**src/rtl/sleep_pkg.sv**
```systemverilog
// constants, modes and states shared by the sleep mode controller
package sleep_pkg;
  // sleep_mode_select encodings
  typedef enum logic [2:0] {
    MODE_IDLE = 3'b000,
    MODE_ADC_NR = 3'b001,
    MODE_PWR_DOWN = 3'b010,
    MODE_PWR_SAVE = 3'b011,
    MODE_RSVD_A = 3'b100,
    MODE_RSVD_B = 3'b101,
    MODE_STANDBY = 3'b110,
    MODE_EXT_STANDBY = 3'b111
  } sleep_mode_t;
  // controller states
  typedef enum logic [1:0] {
    ST_ACTIVE = 2'b00,
    ST_SLEEP = 2'b01,
    ST_WAKE = 2'b10,
    ST_HALT = 2'b11
  } sleep_state_t;
  // field position of brownout_sleep_disable in mcu_control_reg
  localparam int BROWNOUT_SLEEP_DISABLE_BIT = 6;
  // timing
  localparam int CLK_PERIOD_NS = 10;
  localparam int BOD_WAKE_US = 60;
  localparam int BOD_WAKE_CYCLES = (BOD_WAKE_US * 1000 + CLK_PERIOD_NS - 1) / CLK_PERIOD_NS;
  localparam int CNT_W = 16;
  localparam logic [15:0] HALT_CYCLES = 16'h0004;
  localparam logic [15:0] STANDBY_WAKE_CYCLES = 16'h0006;
  localparam logic [15:0] IDLE_WAKE_CYCLES = 16'h0001;
  localparam logic [15:0] PD_WAKE_BASE_CYCLES = 16'h0010;
  // wake source vector positions
  localparam int W_EXT_A = 0;
  localparam int W_EXT_B = 1;
  localparam int W_PIN_CHG = 2;
  localparam int W_TWI = 3;
  localparam int W_WDT = 4;
  localparam int W_T2 = 5;
  localparam int W_STORE = 6;
  localparam int W_ADC = 7;
  localparam int W_OTHER = 8;
  localparam int WAKE_N = 9;
  // synchronised pin vector positions
  localparam int S_RST = 0;
  localparam int S_EXT_A = 1;
  localparam int S_EXT_B = 2;
  localparam int S_PIN_CHG = 3;
  localparam int S_TWI = 4;
  localparam int SYNC_N = 5;
  // clock gate vector positions
  localparam int G_CPU = 0;
  localparam int G_FLASH = 1;
  localparam int G_IO = 2;
  localparam int G_ADC = 3;
  localparam int G_ASY = 4;
  localparam int G_MAIN = 5;
  localparam int G_TOSC = 6;
  localparam int GATE_N = 7;
  // reset values
  localparam logic [6:0] GATE_RST = 7'h7f;
  localparam logic BOD_EN_RST = 1'b1;
  localparam logic BROWNOUT_SLEEP_DISABLE_RST = 1'b0;
endpackage

```
**src/rtl/sleep_mode_controller.sv**
```systemverilog
// sleep mode controller: clock gating, wake qualification, brown-out sleep disable
`timescale 1ns/1ps
module sleep_mode_controller #(
  parameter logic [15:0] BOD_WAKE_CYCLES_P = 16'(sleep_pkg::BOD_WAKE_CYCLES), // detector wake
  parameter logic [15:0] PD_WAKE_BASE_P = sleep_pkg::PD_WAKE_BASE_CYCLES // power-down base
) (
  input wire logic clk_sys, // system clock
  input wire logic reset, // async reset, high
  input wire logic sleep_enable_bit, // from sleep_mode_control_reg
  input wire sleep_pkg::sleep_mode_t sleep_mode_select, // from sleep_mode_control_reg
  input wire logic sleep_instr, // core executes sleep, pulse
  input wire logic mcu_ctrl_wr, // mcu_control_reg write strobe
  input wire logic mcu_ctrl_wr_qualified, // timed sequence open
  input wire logic [7:0] mcu_ctrl_wdata, // mcu_control_reg write data
  input wire logic crystal_clock_sel, // crystal or resonator selected
  input wire logic [3:0] clock_select_fuses, // start-up delay choice
  input wire logic timer2_async, // timer 2 on asynchronous clock
  input wire logic adc_enabled, // converter enabled
  input wire logic comparator_disable_bit, // comparator powered down
  input wire logic [1:0] ext_irq_level_mode, // level sensing for pins a, b
  input wire logic ext_reset_pin, // external reset, async
  input wire logic ext_irq_pin_a, // external irq a request, async
  input wire logic ext_irq_pin_b, // external irq b request, async
  input wire logic pin_change_irq, // pin change request, async
  input wire logic twi_addr_match, // two_wire_iface match, async
  input wire logic watchdog_irq, // watchdog_timer interrupt
  input wire logic watchdog_reset, // watchdog_timer system reset
  input wire logic brownout_reset, // brownout_detector reset
  input wire logic timer2_irq, // timer 2 overflow or compare
  input wire logic store_ready_irq, // self_program_store or nvm ready
  input wire logic adc_done_irq, // conversion complete
  input wire logic other_irq, // any other enabled interrupt
  output logic core_clock_en, // core_clock_domain enable
  output logic program_mem_clock_en, // program_mem_clock_domain enable
  output logic io_clock_en, // io_clock_domain enable
  output logic converter_clock_en, // converter_clock_domain enable
  output logic async_timer_clock_en, // async_timer_clock_domain enable
  output logic main_osc_en, // main clock source running
  output logic timer_osc_en, // timer oscillator running
  output logic brownout_detector_en, // detector powered
  output logic brownout_sleep_disable, // readback of control bit
  output logic comparator_en, // comparator powered
  output logic adc_start, // start conversion, pulse
  output logic irq_resume, // core may take interrupt, pulse
  output logic reset_restart, // restart at reset vector, pulse
  output logic sleeping // controller not active
);
  import sleep_pkg::*;

  sleep_state_t state_q, state_d;
  sleep_mode_t mode_q;
  logic [SYNC_N-1:0] pins_s;
  logic [WAKE_N-1:0] src, mask, wake_vec;
  logic [GATE_N-1:0] gate_q, gate_d;
  logic [15:0] startup_val, pd_delay, cnt_val;
  logic cnt_load, cnt_done, go_sleep, mode_ok, wake_hit, reset_hit;
  logic wake_reset_q, bod_off_q, brownout_sleep_disable_q, bod_en_q, adc_start_q;
  logic irq_resume_q, reset_restart_q, comp_en_q, t2_ok, bod_elig;

  // clock domains left running in each sleep mode
  function automatic logic [GATE_N-1:0] gate_map(input sleep_mode_t m, input logic t2a);
    logic [GATE_N-1:0] g;
    g = '0;
    case (m)
      MODE_IDLE: begin
        g[G_IO] = 1'b1;
        g[G_ADC] = 1'b1;
        g[G_ASY] = 1'b1;
        g[G_MAIN] = 1'b1;
        g[G_TOSC] = t2a;
      end
      MODE_ADC_NR: begin
        g[G_ADC] = 1'b1;
        g[G_ASY] = 1'b1;
        g[G_MAIN] = 1'b1;
        g[G_TOSC] = t2a;
      end
      MODE_PWR_SAVE: begin
        g[G_ASY] = t2a;
        g[G_TOSC] = t2a;
      end
      MODE_STANDBY: begin
        g[G_MAIN] = 1'b1;
      end
      MODE_EXT_STANDBY: begin
        g[G_ASY] = t2a;
        g[G_MAIN] = 1'b1;
        g[G_TOSC] = t2a;
      end
      default: begin
        g = '0;
      end
    endcase
    return g;
  endfunction

  // pins from outside the clock domain; a short level may be missed
  sync2 #(.W(SYNC_N)) u_sync (
    .clk_sys(clk_sys),
    .reset(reset),
    .d({twi_addr_match, pin_change_irq, ext_irq_pin_b, ext_irq_pin_a, ext_reset_pin}),
    .q(pins_s)
  );

  // one counter serves start-up delay and core halt
  wake_counter u_cnt (
    .clk_sys(clk_sys),
    .reset(reset),
    .load(cnt_load),
    .load_val(cnt_val),
    .done(cnt_done)
  );

  // reserved codes, and standby codes without a crystal, are no-ops
  always_comb begin
    case (sleep_mode_select)
      MODE_RSVD_A, MODE_RSVD_B: mode_ok = 1'b0;
      MODE_STANDBY, MODE_EXT_STANDBY: mode_ok = crystal_clock_sel;
      default: mode_ok = 1'b1;
    endcase
  end
  assign go_sleep = (state_q == ST_ACTIVE) && sleep_instr && sleep_enable_bit && mode_ok;

  // wake source vector in index order
  assign src[W_EXT_A] = pins_s[S_EXT_A];
  assign src[W_EXT_B] = pins_s[S_EXT_B];
  assign src[W_PIN_CHG] = pins_s[S_PIN_CHG];
  assign src[W_TWI] = pins_s[S_TWI];
  assign src[W_WDT] = watchdog_irq;
  assign src[W_T2] = timer2_irq;
  assign src[W_STORE] = store_ready_irq;
  assign src[W_ADC] = adc_done_irq;
  assign src[W_OTHER] = other_irq;

  // sources each mode listens to
  always_comb begin
    mask = '0;
    t2_ok = 1'b0;
    case (mode_q)
      MODE_IDLE: begin
        mask = '1;
        t2_ok = timer2_async;
      end
      MODE_ADC_NR: begin
        mask[W_STORE] = 1'b1;
        mask[W_ADC] = 1'b1;
        t2_ok = timer2_async;
      end
      MODE_PWR_SAVE, MODE_EXT_STANDBY: begin
        t2_ok = 1'b1;
      end
      default: begin
        t2_ok = 1'b0;
      end
    endcase
    // common to every sleep mode, timer 2 gated by t2_ok
    mask[W_EXT_A] = 1'b1;
    mask[W_EXT_B] = 1'b1;
    mask[W_PIN_CHG] = 1'b1;
    mask[W_TWI] = 1'b1;
    mask[W_WDT] = 1'b1;
    mask[W_T2] = t2_ok;
    // outside idle, edge-configured pins never wake
    if (mode_q != MODE_IDLE) begin
      mask[W_EXT_A] = ext_irq_level_mode[0];
      mask[W_EXT_B] = ext_irq_level_mode[1];
    end
  end
  assign wake_vec = src & mask;
  assign wake_hit = |wake_vec;
  assign reset_hit = pins_s[S_RST] | watchdog_reset | brownout_reset;

  // start-up time per mode, stretched while the detector restarts
  assign pd_delay = PD_WAKE_BASE_P << clock_select_fuses[1:0];
  always_comb begin
    case (mode_q)
      MODE_STANDBY, MODE_EXT_STANDBY: startup_val = STANDBY_WAKE_CYCLES;
      MODE_PWR_DOWN, MODE_PWR_SAVE: startup_val = pd_delay;
      default: startup_val = IDLE_WAKE_CYCLES;
    endcase
    if (bod_off_q && (BOD_WAKE_CYCLES_P > startup_val)) begin
      startup_val = BOD_WAKE_CYCLES_P;
    end
  end

  // controller state machine
  always_comb begin
    state_d = state_q;
    cnt_load = 1'b0;
    cnt_val = startup_val;
    case (state_q)
      ST_ACTIVE: begin
        if (go_sleep) begin
          state_d = ST_SLEEP;
        end
      end
      ST_SLEEP: begin
        if (reset_hit || wake_hit) begin
          state_d = ST_WAKE;
          cnt_load = 1'b1;
        end
      end
      ST_WAKE: begin
        if (cnt_done && wake_reset_q) begin
          state_d = ST_ACTIVE;
        end else if (cnt_done) begin
          state_d = ST_HALT;
          cnt_load = 1'b1;
          cnt_val = HALT_CYCLES;
        end
      end
      ST_HALT: begin
        if (cnt_done) begin
          state_d = ST_ACTIVE;
        end
      end
      default: begin
        state_d = ST_ACTIVE;
      end
    endcase
  end

  // state register
  always_ff @(posedge clk_sys or posedge reset) begin
    if (reset) begin
      state_q <= ST_ACTIVE;
    end else begin
      state_q <= state_d;
    end
  end

  // mode held for the whole sleep so a later select change has no effect
  always_ff @(posedge clk_sys or posedge reset) begin
    if (reset) begin
      mode_q <= MODE_IDLE;
    end else if (go_sleep) begin
      mode_q <= sleep_mode_select;
    end
  end

  // remembers whether a reset caused the wake
  always_ff @(posedge clk_sys or posedge reset) begin
    if (reset) begin
      wake_reset_q <= 1'b0;
    end else if (state_q == ST_SLEEP) begin
      wake_reset_q <= reset_hit;
    end
  end

  // brown-out sleep disable bit, plain writes dropped
  always_ff @(posedge clk_sys or posedge reset) begin
    if (reset) begin
      brownout_sleep_disable_q <= BROWNOUT_SLEEP_DISABLE_RST;
    end else if (mcu_ctrl_wr && mcu_ctrl_wr_qualified) begin
      brownout_sleep_disable_q <= mcu_ctrl_wdata[BROWNOUT_SLEEP_DISABLE_BIT];
    end
  end
  assign brownout_sleep_disable = brownout_sleep_disable_q;

  // detector only switched off in the deeper modes
  always_comb begin
    case (sleep_mode_select)
      MODE_PWR_DOWN, MODE_PWR_SAVE, MODE_STANDBY, MODE_EXT_STANDBY: bod_elig = brownout_sleep_disable_q;
      default: bod_elig = 1'b0;
    endcase
  end

  // detector off from entry, restored on the wake edge itself
  always_ff @(posedge clk_sys or posedge reset) begin
    if (reset) begin
      bod_en_q <= BOD_EN_RST;
      bod_off_q <= 1'b0;
    end else if (go_sleep) begin
      bod_en_q <= !bod_elig;
      bod_off_q <= bod_elig;
    end else if (state_q == ST_SLEEP && state_d == ST_WAKE) begin
      bod_en_q <= 1'b1;
    end else if (state_q == ST_ACTIVE) begin
      bod_off_q <= 1'b0;
    end
  end
  assign brownout_detector_en = bod_en_q;

  // clock gates lag the state by one cycle, acceptable for power gating
  always_comb begin
    case (state_q)
      ST_SLEEP: gate_d = gate_map(mode_q, timer2_async);
      ST_WAKE: gate_d = gate_map(mode_q, timer2_async) | (7'h01 << G_MAIN);
      ST_HALT: gate_d = GATE_RST & ~((7'h01 << G_CPU) | (7'h01 << G_FLASH));
      default: gate_d = GATE_RST;
    endcase
  end
  always_ff @(posedge clk_sys or posedge reset) begin
    if (reset) begin
      gate_q <= GATE_RST;
    end else begin
      gate_q <= gate_d;
    end
  end
  assign core_clock_en = gate_q[G_CPU];
  assign program_mem_clock_en = gate_q[G_FLASH];
  assign io_clock_en = gate_q[G_IO];
  assign converter_clock_en = gate_q[G_ADC];
  assign async_timer_clock_en = gate_q[G_ASY];
  assign main_osc_en = gate_q[G_MAIN];
  assign timer_osc_en = gate_q[G_TOSC];

  // comparator off by its bit, and always off in deep sleep
  always_ff @(posedge clk_sys or posedge reset) begin
    if (reset) begin
      comp_en_q <= 1'b1;
    end else if (state_q == ST_SLEEP && mode_q != MODE_IDLE && mode_q != MODE_ADC_NR) begin
      comp_en_q <= 1'b0;
    end else begin
      comp_en_q <= !comparator_disable_bit;
    end
  end
  assign comparator_en = comp_en_q;

  // event pulses to core and converter
  always_ff @(posedge clk_sys or posedge reset) begin
    if (reset) begin
      adc_start_q <= 1'b0;
      irq_resume_q <= 1'b0;
      reset_restart_q <= 1'b0;
    end else begin
      adc_start_q <= go_sleep && adc_enabled && (sleep_mode_select == MODE_IDLE ||
                     sleep_mode_select == MODE_ADC_NR);
      irq_resume_q <= (state_q == ST_HALT) && cnt_done;
      reset_restart_q <= (state_q == ST_WAKE) && cnt_done && wake_reset_q;
    end
  end
  assign adc_start = adc_start_q;
  assign irq_resume = irq_resume_q;
  assign reset_restart = reset_restart_q;
  assign sleeping = (state_q != ST_ACTIVE);
endmodule // sleep_mode_controller

```
**src/rtl/sync2.sv**
```systemverilog
// two flip-flop synchroniser for pin level inputs
`timescale 1ns/1ps
module sync2 #(
  parameter int W = 1
) (
  input wire logic clk_sys, // system clock
  input wire logic reset, // async reset, high
  input wire logic [W-1:0] d, // asynchronous levels
  output logic [W-1:0] q // synchronised levels
);
  logic [W-1:0] meta_q;
  // first stage feeds only the second stage
  always_ff @(posedge clk_sys or posedge reset) begin
    if (reset) begin
      meta_q <= '0;
      q <= '0;
    end else begin
      meta_q <= d;
      q <= meta_q;
    end
  end
endmodule // sync2

```
**src/rtl/wake_counter.sv**
```systemverilog
// down counter timing start-up and halt intervals
`timescale 1ns/1ps
module wake_counter (
  input wire logic clk_sys, // system clock
  input wire logic reset, // async reset, high
  input wire logic load, // load interval length
  input wire logic [15:0] load_val, // interval in cycles
  output logic done // last cycle of interval
);
  logic [15:0] count_q;
  // load n gives done in the n-th cycle after loading
  always_ff @(posedge clk_sys or posedge reset) begin
    if (reset) begin
      count_q <= 16'h0000;
    end else if (load) begin
      count_q <= load_val;
    end else if (count_q != 16'h0000) begin
      count_q <= count_q - 16'h0001;
    end
  end
  assign done = (count_q <= 16'h0001);
endmodule // wake_counter

```
**config.mk**
```make
export PLATFORM = sky130hd
export DESIGN_NAME = sleep_mode_controller
export DESIGN_NICKNAME = d
export VERILOG_FILES = /design/src/rtl/sleep_pkg.sv /design/src/rtl/sleep_mode_controller.sv /design/src/rtl/sync2.sv /design/src/rtl/wake_counter.sv
export SDC_FILE = /design/constraint.sdc
export NUM_CORES = 1
export LEC_CHECK = 0
export ABC_AREA = 1
export BUFFER_PORTS_ARGS = -buffer_cell sky130_fd_sc_hd__buf_2
export CAP_MARGIN = 5
export CORE_MARGIN = 2
export CORE_UTILIZATION = 30
export CTS_CLUSTER_DIAMETER = 200
export CTS_CLUSTER_SIZE = 16
export DETAILED_ROUTE_END_ITERATION = 10
export PLACE_DENSITY = 0.49
export REMOVE_ABC_BUFFERS = 1
export SETUP_SLACK_MARGIN = 0.05
export SYNTH_ARGS = -nofsm -noshare
export SYNTH_HDL_FRONTEND = slang
export SYNTH_HIERARCHICAL = 1
export SYNTH_SLANG_ARGS = --single-unit
export TNS_END_PERCENT = 30
```
**constraint.sdc**
```tcl
create_clock -name clk_sys -period 2.55 [get_ports clk_sys]
set_input_delay 0.51 -clock clk_sys [delete_from_list [all_inputs] [get_ports clk_sys]]
set_output_delay 0.51 -clock clk_sys [all_outputs]
set_load 0.05 [all_outputs]
```
==> results of run 1 <==
worst min path at each step:
stage	start	endpoint	slack, ps
2_1_floorplan	u_sync/meta_q[0]	u_sync/q[0]	330
3_3_place_gp	u_sync/meta_q[3]	u_sync/q[3]	330
3_5_place_dp	u_sync/meta_q[1]	u_sync/q[1]	340
4_1_cts	reset	u_sync/meta_q[4]	190
5_1_grt	reset	u_sync/meta_q[4]	190
6_report	reset	u_sync/meta_q[4]	170
area by class of cell:
type                            count  area, um^2  share of cell area (%)
Sequential cell                    45        1136                   35.28
Inverter                           60       227.7                   7.071
Clock inverter                      3       47.55                   1.476
Tap cell                          108       135.1                   4.196
Multi-Input combinational cell    241        1308                   40.60
Timing Repair Buffer               54       297.8                   9.246
Clock buffer                        5       68.82                   2.137
through the flow:
stage	hold WS [ps]	total power, mW	setup TNS (ps)	setup WS, ps	cell area (um^2)
after floorplan	331.2	0.7841	-9176	-696.2	2645
after global placement	331.9	0.8201	-46.45	-44.12	3055
after detailed placement	335.5	0.8219	-99.69	-45.77	3055
after CTS	185.0	1.415	0	83.26	3187
after global routing	189.9	1.450	0	48.32	3221
final	173.4	1.393	0	250.6	3221
power groups by stage:
| stage | clock network (mW) | registers, mW | logic, mW |
|---|---|---|---|
| after floorplan | 0 | 0.761 | 0.0227 |
| after global placement | 0 | 0.745 | 0.0751 |
| after detailed placement | 0 | 0.746 | 0.0763 |
| after CTS | 0.607 | 0.732 | 0.0765 |
| after global routing | 0.634 | 0.733 | 0.0827 |
| final | 0.587 | 0.732 | 0.0738 |
flip-flops by register name (all words and copies together) (netlist names):
register / count
irq_resume: 1
u_sync/q: 5
u_sync/meta_q: 5
brownout_sleep_disable: 1
mode_q: 3
adc_start: 1
gate_q: 6
reset_restart: 1
wake_reset_q: 1
u_cnt/count_q: 16
state_q: 2
comparator_en: 1
bod_off_q: 1
brownout_detector_en: 1
Yosys cell counts, types with 2 or more instances:
cell      instances  share of area [%]
nand2_1          87                 12
inv_1            55                7.7
dfrtp_1          37                 35
nor2_1           35                4.9
nand3_1          27                5.1
o21ai_0          14                2.6
ha_1             10                4.7
dfstp_2           8                7.9
a21oi_1           7                1.3
nor2_2            7                1.6
inv_2             5               0.70
or2_1             5                1.2
a21oi_2           4                1.3
or2_2             4               0.94
a21boi_0          3               0.84
buf_2             3               0.56
nand3_2           3                1.1
nor3_1            3               0.56
o21ai_2           3               0.98
buf_4             2               0.56
nand2_2           2               0.47
nand3_4           2                1.3
nand4_1           2               0.47
nor2_4            2               0.84
nor4_1            2               0.47
o21bai_1          2               0.56
per-layer routing:
metal / vias up / routed length [um]
met5: - / 0
met4: 0 / 68
met3: 6 / 227
met2: 35 / 2617
met1: 1015 / 3202
li1: 1200 / -
logic make-up after synthesis:
| kind of cell | synth area share, % |
|---|---|
| AND/OR/NAND/NOR | 32.88 |
| XOR/XNOR | 0.3275 |
| buffers and inverters | 10.10 |
| AO/OA/AOI/OAI | 9.402 |
| flip-flops | 42.47 |
| adder cells (fa/ha/maj) | 4.677 |
| other | 0.1402 |
repair_timing:
item	in CTS	in global routing
gates resized for setup	1	4
gates cloned	0	1
pin swaps	0	1
setup buffers	2	1
setup endpoints to repair	13	18
==> flow_metrics.py, run 1 <==
metrics = {
    "floorplanning": {
        "die_h_um": 98.43,
        "initial_utilization_pct": 30.82,
        "boundaryPins": 53,
        "placeableCoreArea_um2": 8678,
        "fp-row-count": 34,
        "die_w_um": 98.43,
        "design.die.area_um2": 9688,
    },
    "finish": {
        "layout-area-overhead-vs-synth_pct": 20.39,
        "fin_cells": 516,
        "insertedDiodeCount": 0,
        "layout-drive-gt1-share_pct": 26.72,
        "num-nets-final": 456,
        "layout.core_utilization_pct": 37.11,
        "fill_cells": 961,
        "most-common-layout-cells": "nand2_1 (87), inv_1 (55), buf_2 (43)",
        "most_frequent_standard_cell_in_the_layout_excluding_fill_and_tap_cells": "nand2_1",
    },
    "setup_path": {
        "cp-start-kind": "register",
        "worst_path_max_delay_cell": "dfrtp_1",
        "worstSetupEndpointType": "register",
        "rrSetupSlack_ps": 250,
        "number_of_cells_on_the_worst_reg_to_reg_path": 13,
        "crit_start": "u_cnt/count_q[0]",
        "critPathMaxStageDelay_ps": 400,
        "crit_arrival_ps": 2550,
        "critical_path_s_top_delay_family": "compound AO/OA/AOI/OAI gates",
        "cp_cell_sequence": "inv_2 -> ha_1 -> nand3_4 -> a211oi_2 -> buf_4 -> nand3_2 -> buf_4 -> inv_2 -> or2_4 -> a21oi_2 -> a21oi_2 -> nor2_1 -> o21a_1",
        "r2r-start": "u_cnt/count_q[0]",
        "critPathCapture": "brownout_detector_en",
        "worst_ep_required_time_ps": 2800,
        "timing.rr.end": "brownout_detector_en",
        "worstPathBufferInverterCount": 4,
        "critical_path_depth": 13,
        "cp_max_fo": 6,
        "critical_path_class": "register to register",
    },
    "synth": {
        "synth_cells": 348,
        "synth.distinct_cells": 40,
        "ys_async_sr_fraction_pct": 100.0,
        "synth-edff-count": 0,
        "share_of_synthesized_area_occupied_by_flip_flops_and_latches_pct": 42.47,
        "post_synth.cell_area_avg_um2": 7.687,
        "ys_ff_latch": 45,
        "ys.warnings.count": 6,
        "synth-main-ff-cell": "dfrtp_1",
        "netlist_area_um2": 2675,
    },
    "placed_design": {
        "post-place-cells": 504,
        "port_buffers": 43,
        "dp.final_hpwl_mm": 4.635,
        "gpl.final_weighted_congestion": 0.7666,
    },
    "routing": {
        "antenna_left": 0,
        "drt_iter0_markers": 121,
        "drt-total-wl_mm": 6.115,
        "drcViolationCount": 0,
        "viasPerCell": 4.372,
        "via_count": 2256,
        "detail_route.first_pass.iterations": 4,
        "wl_per_cell_um": 11.85,
    },
    "pwr": {
        "power.clock.fraction_pct": 42.1,
        "p_sw_mw": 0.3406,
        "p_int_mw": 1.052,
        "power_density_of_the_placed_cells_nw_per_um2": 432.4,
        "cellLeakagePower_nw": 1.699,
        "ir_drop_mv": 0.2852,
        "share_seq_of_total_power_pct": 52.6,
        "combPwrFrac_pct": 5.3,
        "power.share.switching_pct": 24.46,
    },
    "clocking": {
        "clk_pin_slew_ps": 100,
        "clock-root-buffer": "clkbuf_8",
        "cts_sinks": 45,
        "tritoncts.num_buffers": 5,
        "clk_path_buf_depth": 2,
        "htree_num_levels": 2,
        "cts_tree": "built",
        "clkLatencyLatePin_ps": 310,
        "cts-hold-fix-buffers": 0,
    },
    "grt": {
        "track_usage_pct": 13.29,
        "grt_use_met2_pct": 20.04,
        "grt_max_degree": 20,
        "globalRoute.busiestLayer": "met2",
        "global_route_wire_length_before_repair_mm": 10.39,
        "grt.met1_usage_pct": 19.53,
        "gr-total-overflow": 0,
        "grt_antenna_before_repair": 0,
        "global_route.usage.met3_pct": 2.908,
        "first_global_vias": 2194,
    },
    "sta": {
        "finalHoldViolations": 0,
        "setup_viol": 0,
        "slew-limit-headroom_pct": 48.44,
        "worst-slew-pin-transition_ps": 772.5,
        "slew_violations": 0,
        "grt_setup_unrepaired": "true",
        "period_share_pct": 90.17,
        "finalClockSkew_ps": 4.787,
        "clock.fmax_ghz": 0.4349,
        "post-route-min-period_ps": 2299,
    },
    "flow_run": {
        "maxCapViolCount": 0,
    },
    "hold_path": {
        "path_category_of_the_worst_min_delay_check": "primary input to async pin",
    },
    "run_status": {
        "outcome": "finished clean",
    },
}
(Power assumes the default switching activity.)
==> run 2: changes to the inputs <==
- ABC_AREA: 1 -> not set
- CAP_MARGIN: 5 -> not set
- CTS_CLUSTER_SIZE: 16 -> not set
- PLACE_DENSITY: 0.49 -> 0.5
==> run 2 against run 1 <==
  * Clock power down 0.7%
  * Fmax decreased by 3.9%
  * Largest cell class unchanged
  * Total power rose by 150%
  * Combinational power increased to 22 times the previous value
  * Non-clock buffer count grew 9
  * Register-to-register slack got worse by 90 ps
  * Highest routed layer unchanged
  * Critical endpoint is now u_cnt/count_q[1]
==> flow_metrics.py, run 2 <==
metrics = {
    "finish": {
        "final_area_um2": 3054,
        "insertedDiodeCount": 0,
        "largest-register": "u_cnt/count_q",
        "most-common-layout-cells": "buf_2 (43), dfrtp_1 (36), nand2_1 (20), buf_4 (20), inv_1 (18)",
        "layout-area-overhead-vs-synth_pct": 24.86,
        "fill_cells": 805,
        "largest_register_ffs": 16,
        "ff_latch_area_um2": 1137,
        "most_frequent_standard_cell_in_the_layout_excluding_fill_and_tap_cells": "buf_2",
        "multi_input_comb_area_um2": 1234,
        "biggestRegsByFlops": "u_cnt/count_q: 16 flops, gate_q: 6 flops",
        "layout-drive-gt1-share_pct": 32.49,
        "num-nets-final": 365,
    },
    "setup_path": {
        "worstSetupEndpointType": "register",
        "critical_path_class": "register to register",
        "cp_cell_sequence": "or4_1 -> nor3_2 -> nand3b_1 -> a21boi_4 -> buf_4 -> mux2_2",
        "critical_path_s_top_delay_family": "simple AND/OR/NAND/NOR gates",
        "timing.rr.end": "u_cnt/count_q[1]",
        "crit_arrival_ps": 2600,
        "rrSetupSlack_ps": 160,
        "cp_max_fo": 15,
        "r2r-start": "u_cnt/count_q[6]",
        "worst_ep_required_time_ps": 2750,
        "worst_path_max_delay_cell": "or4_1",
        "worstPathBufferInverterCount": 1,
        "number_of_cells_on_the_worst_reg_to_reg_path": 6,
        "critPathMaxStageDelay_ps": 620,
        "crit_start": "u_cnt/count_q[6]",
        "cp-start-kind": "register",
    },
    "pwr": {
        "ir_drop_mv": 0.4178,
        "cellLeakagePower_nw": 1.342,
        "power_density_of_the_placed_cells_nw_per_um2": 1118,
    },
    "synth": {
        "synth_largest_area_cell": "dfrtp_1",
        "netlist_area_um2": 2446,
        "yosys-top-cells-area": "dfrtp_1 (38%), dfstp_2 (8.6%), ha_1 (5.1%), a21oi_1 (3.1%), nand2_1 (3.1%)",
        "synth-main-ff-cell": "dfrtp_1",
        "post-synth-top-area-fraction_pct": 37.85,
        "ys_ff_latch": 45,
        "share_of_synthesized_area_occupied_by_flip_flops_and_latches_pct": 46.45,
        "ys_async_sr_fraction_pct": 100.0,
        "synth.distinct_cells": 60,
        "ys.warnings.count": 6,
        "post_synth.cell_area_avg_um2": 9.824,
        "synth_cells": 249,
        "synth-edff-count": 0,
        "yosysMostFrequentCell": "dfrtp_1",
        "ys_top_cells_by_count": "dfrtp_1 (37), nand2_1 (20), inv_1 (18), nor2_1 (17)",
    },
    "grt": {
        "global_route_wire_length_before_repair_mm": 9.825,
        "grt_antenna_before_repair": 0,
        "track_usage_pct": 14.23,
        "gr-total-overflow": 0,
        "grt_max_degree": 20,
        "first_global_vias": 2030,
    },
    "floorplanning": {
        "die_h_um": 94.30,
        "fp-row-count": 32,
        "placeableCoreArea_um2": 7807,
        "die_w_um": 94.30,
        "initial_utilization_pct": 31.33,
        "boundaryPins": 53,
        "design.die.area_um2": 8892,
    },
    "clocking": {
        "clk_pin_slew_ps": 100,
        "tritoncts.num_buffers": 5,
        "htree_num_levels": 2,
        "clkLatencyLatePin_ps": 310,
        "cts_setup_buffers": 0,
        "clk_path_buf_depth": 2,
        "cts_tree": "built",
        "clock-root-buffer": "clkbuf_8",
        "cts-hold-fix-buffers": 0,
        "cts_sinks": 45,
    },
    "sta": {
        "finalHoldViolations": 0,
        "post-route-worst-setup-slack_ps": 156.2,
        "period_share_pct": 93.87,
        "post-route-min-period_ps": 2394,
        "clock.fmax_ghz": 0.4177,
        "finalClockSkew_ps": 4.955,
        "setup_viol": 0,
        "grt_setup_unrepaired": "true",
        "slew_violations": 0,
        "slew-limit-headroom_pct": 51.31,
        "worst-slew-pin-transition_ps": 729.5,
    },
    "hold_path": {
        "path_category_of_the_worst_min_delay_check": "primary input to async pin",
    },
    "routing": {
        "detail_route.first_pass.iterations": 4,
        "antenna_left": 0,
        "drcViolationCount": 0,
        "drt_iter0_markers": 40,
        "via_count": 2007,
        "wl_per_cell_um": 13.53,
        "viasPerCell": 4.790,
        "drt-total-wl_mm": 5.671,
    },
    "placed_design": {
        "placement.setup.worst_slack_ps": 10.10,
        "gpl.final_weighted_congestion": 0.7746,
        "port_buffers": 43,
        "dp.final_hpwl_mm": 4.257,
        "placement.cell_area_um2": 2915,
    },
    "flow_run": {
        "maxCapViolCount": 0,
    },
    "run_status": {
        "outcome": "finished clean",
    },
}
[run 2: logic make-up (layout without fill, tap and decap cells)]
logic type	after synthesis	after routing	share of synthesized area, %
other cells	1	5	0.1533
fa+ha+maj	10	10	5.115
mux	4	4	1.739
xor+xnor	3	3	1.074
buf+inv	26	90	4.654
compound gates	68	68	18.72
simple gates	92	92	22.10
flops	45	45	46.45
[run 2: worst register-to-register path: cells and delay by family (launching register included)]
family,cells,cell delay [ps]
simple gates,3,1060
compound gates,1,260
flops,1,390
mux,1,350
buf+inv,1,240
[run 2: where the power goes]
group | switching [mW] | internal [mW]
clock network | 0.282 | 0.301
logic | 0.995 | 0.624
registers | 0.224 | 0.989
total | 1.50 | 1.91
[run 2: final cells by class]
cell class / count / area share, %
Multi-Input combinational cell: 182 / 40.39
Sequential cell: 45 / 37.24
Timing Repair Buffer: 63 / 11.96
Tap cell: 102 / 4.179
Inverter: 19 / 2.335
Clock buffer: 5 / 2.253
Clock inverter: 3 / 1.639
[run 2: layer usage]
metal  vias up  global-route usage, %  share of wire (%)
li1       1022                      -                  -
met1       949                  18.63                 48
met2        31                  23.81                 48
met3         5                  2.648                2.8
met4         0                  4.348                1.1
met5         -                      0                  0
[run 2: metrics by stage]
stage / setup TNS, ps / std cells / utilization, % / total power, mW / hold slack [ps]
global placement: 0 / 411 / 37.34 / 2.818 / 333.3
finish: 0 / 419 / 39.12 / 3.415 / 183.1
global route: 0 / 419 / 39.12 / 3.699 / 208.6
floorplan: -10420 / 246 / - / 2.370 / 331.2
CTS: 0 / 419 / 39.02 / 3.452 / 178.1
detailed placement: 0 / 411 / 37.34 / 2.833 / 336.3
[run 2: worst max path at each step]
stage,end,cells past startpoint
final,u_cnt/count_q[1],6
after global routing,u_cnt/count_q[1],6
after CTS,u_cnt/count_q[9],9
after detailed placement,u_cnt/count_q[1],6
after global placement,u_cnt/count_q[1],6
after floorplan,u_cnt/count_q[11],9
[run 2: timing repair]
action                                  CTS  global route
gates resized for setup                   2             2
endpoints found under the setup margin    4             7
cloned                                    0             0
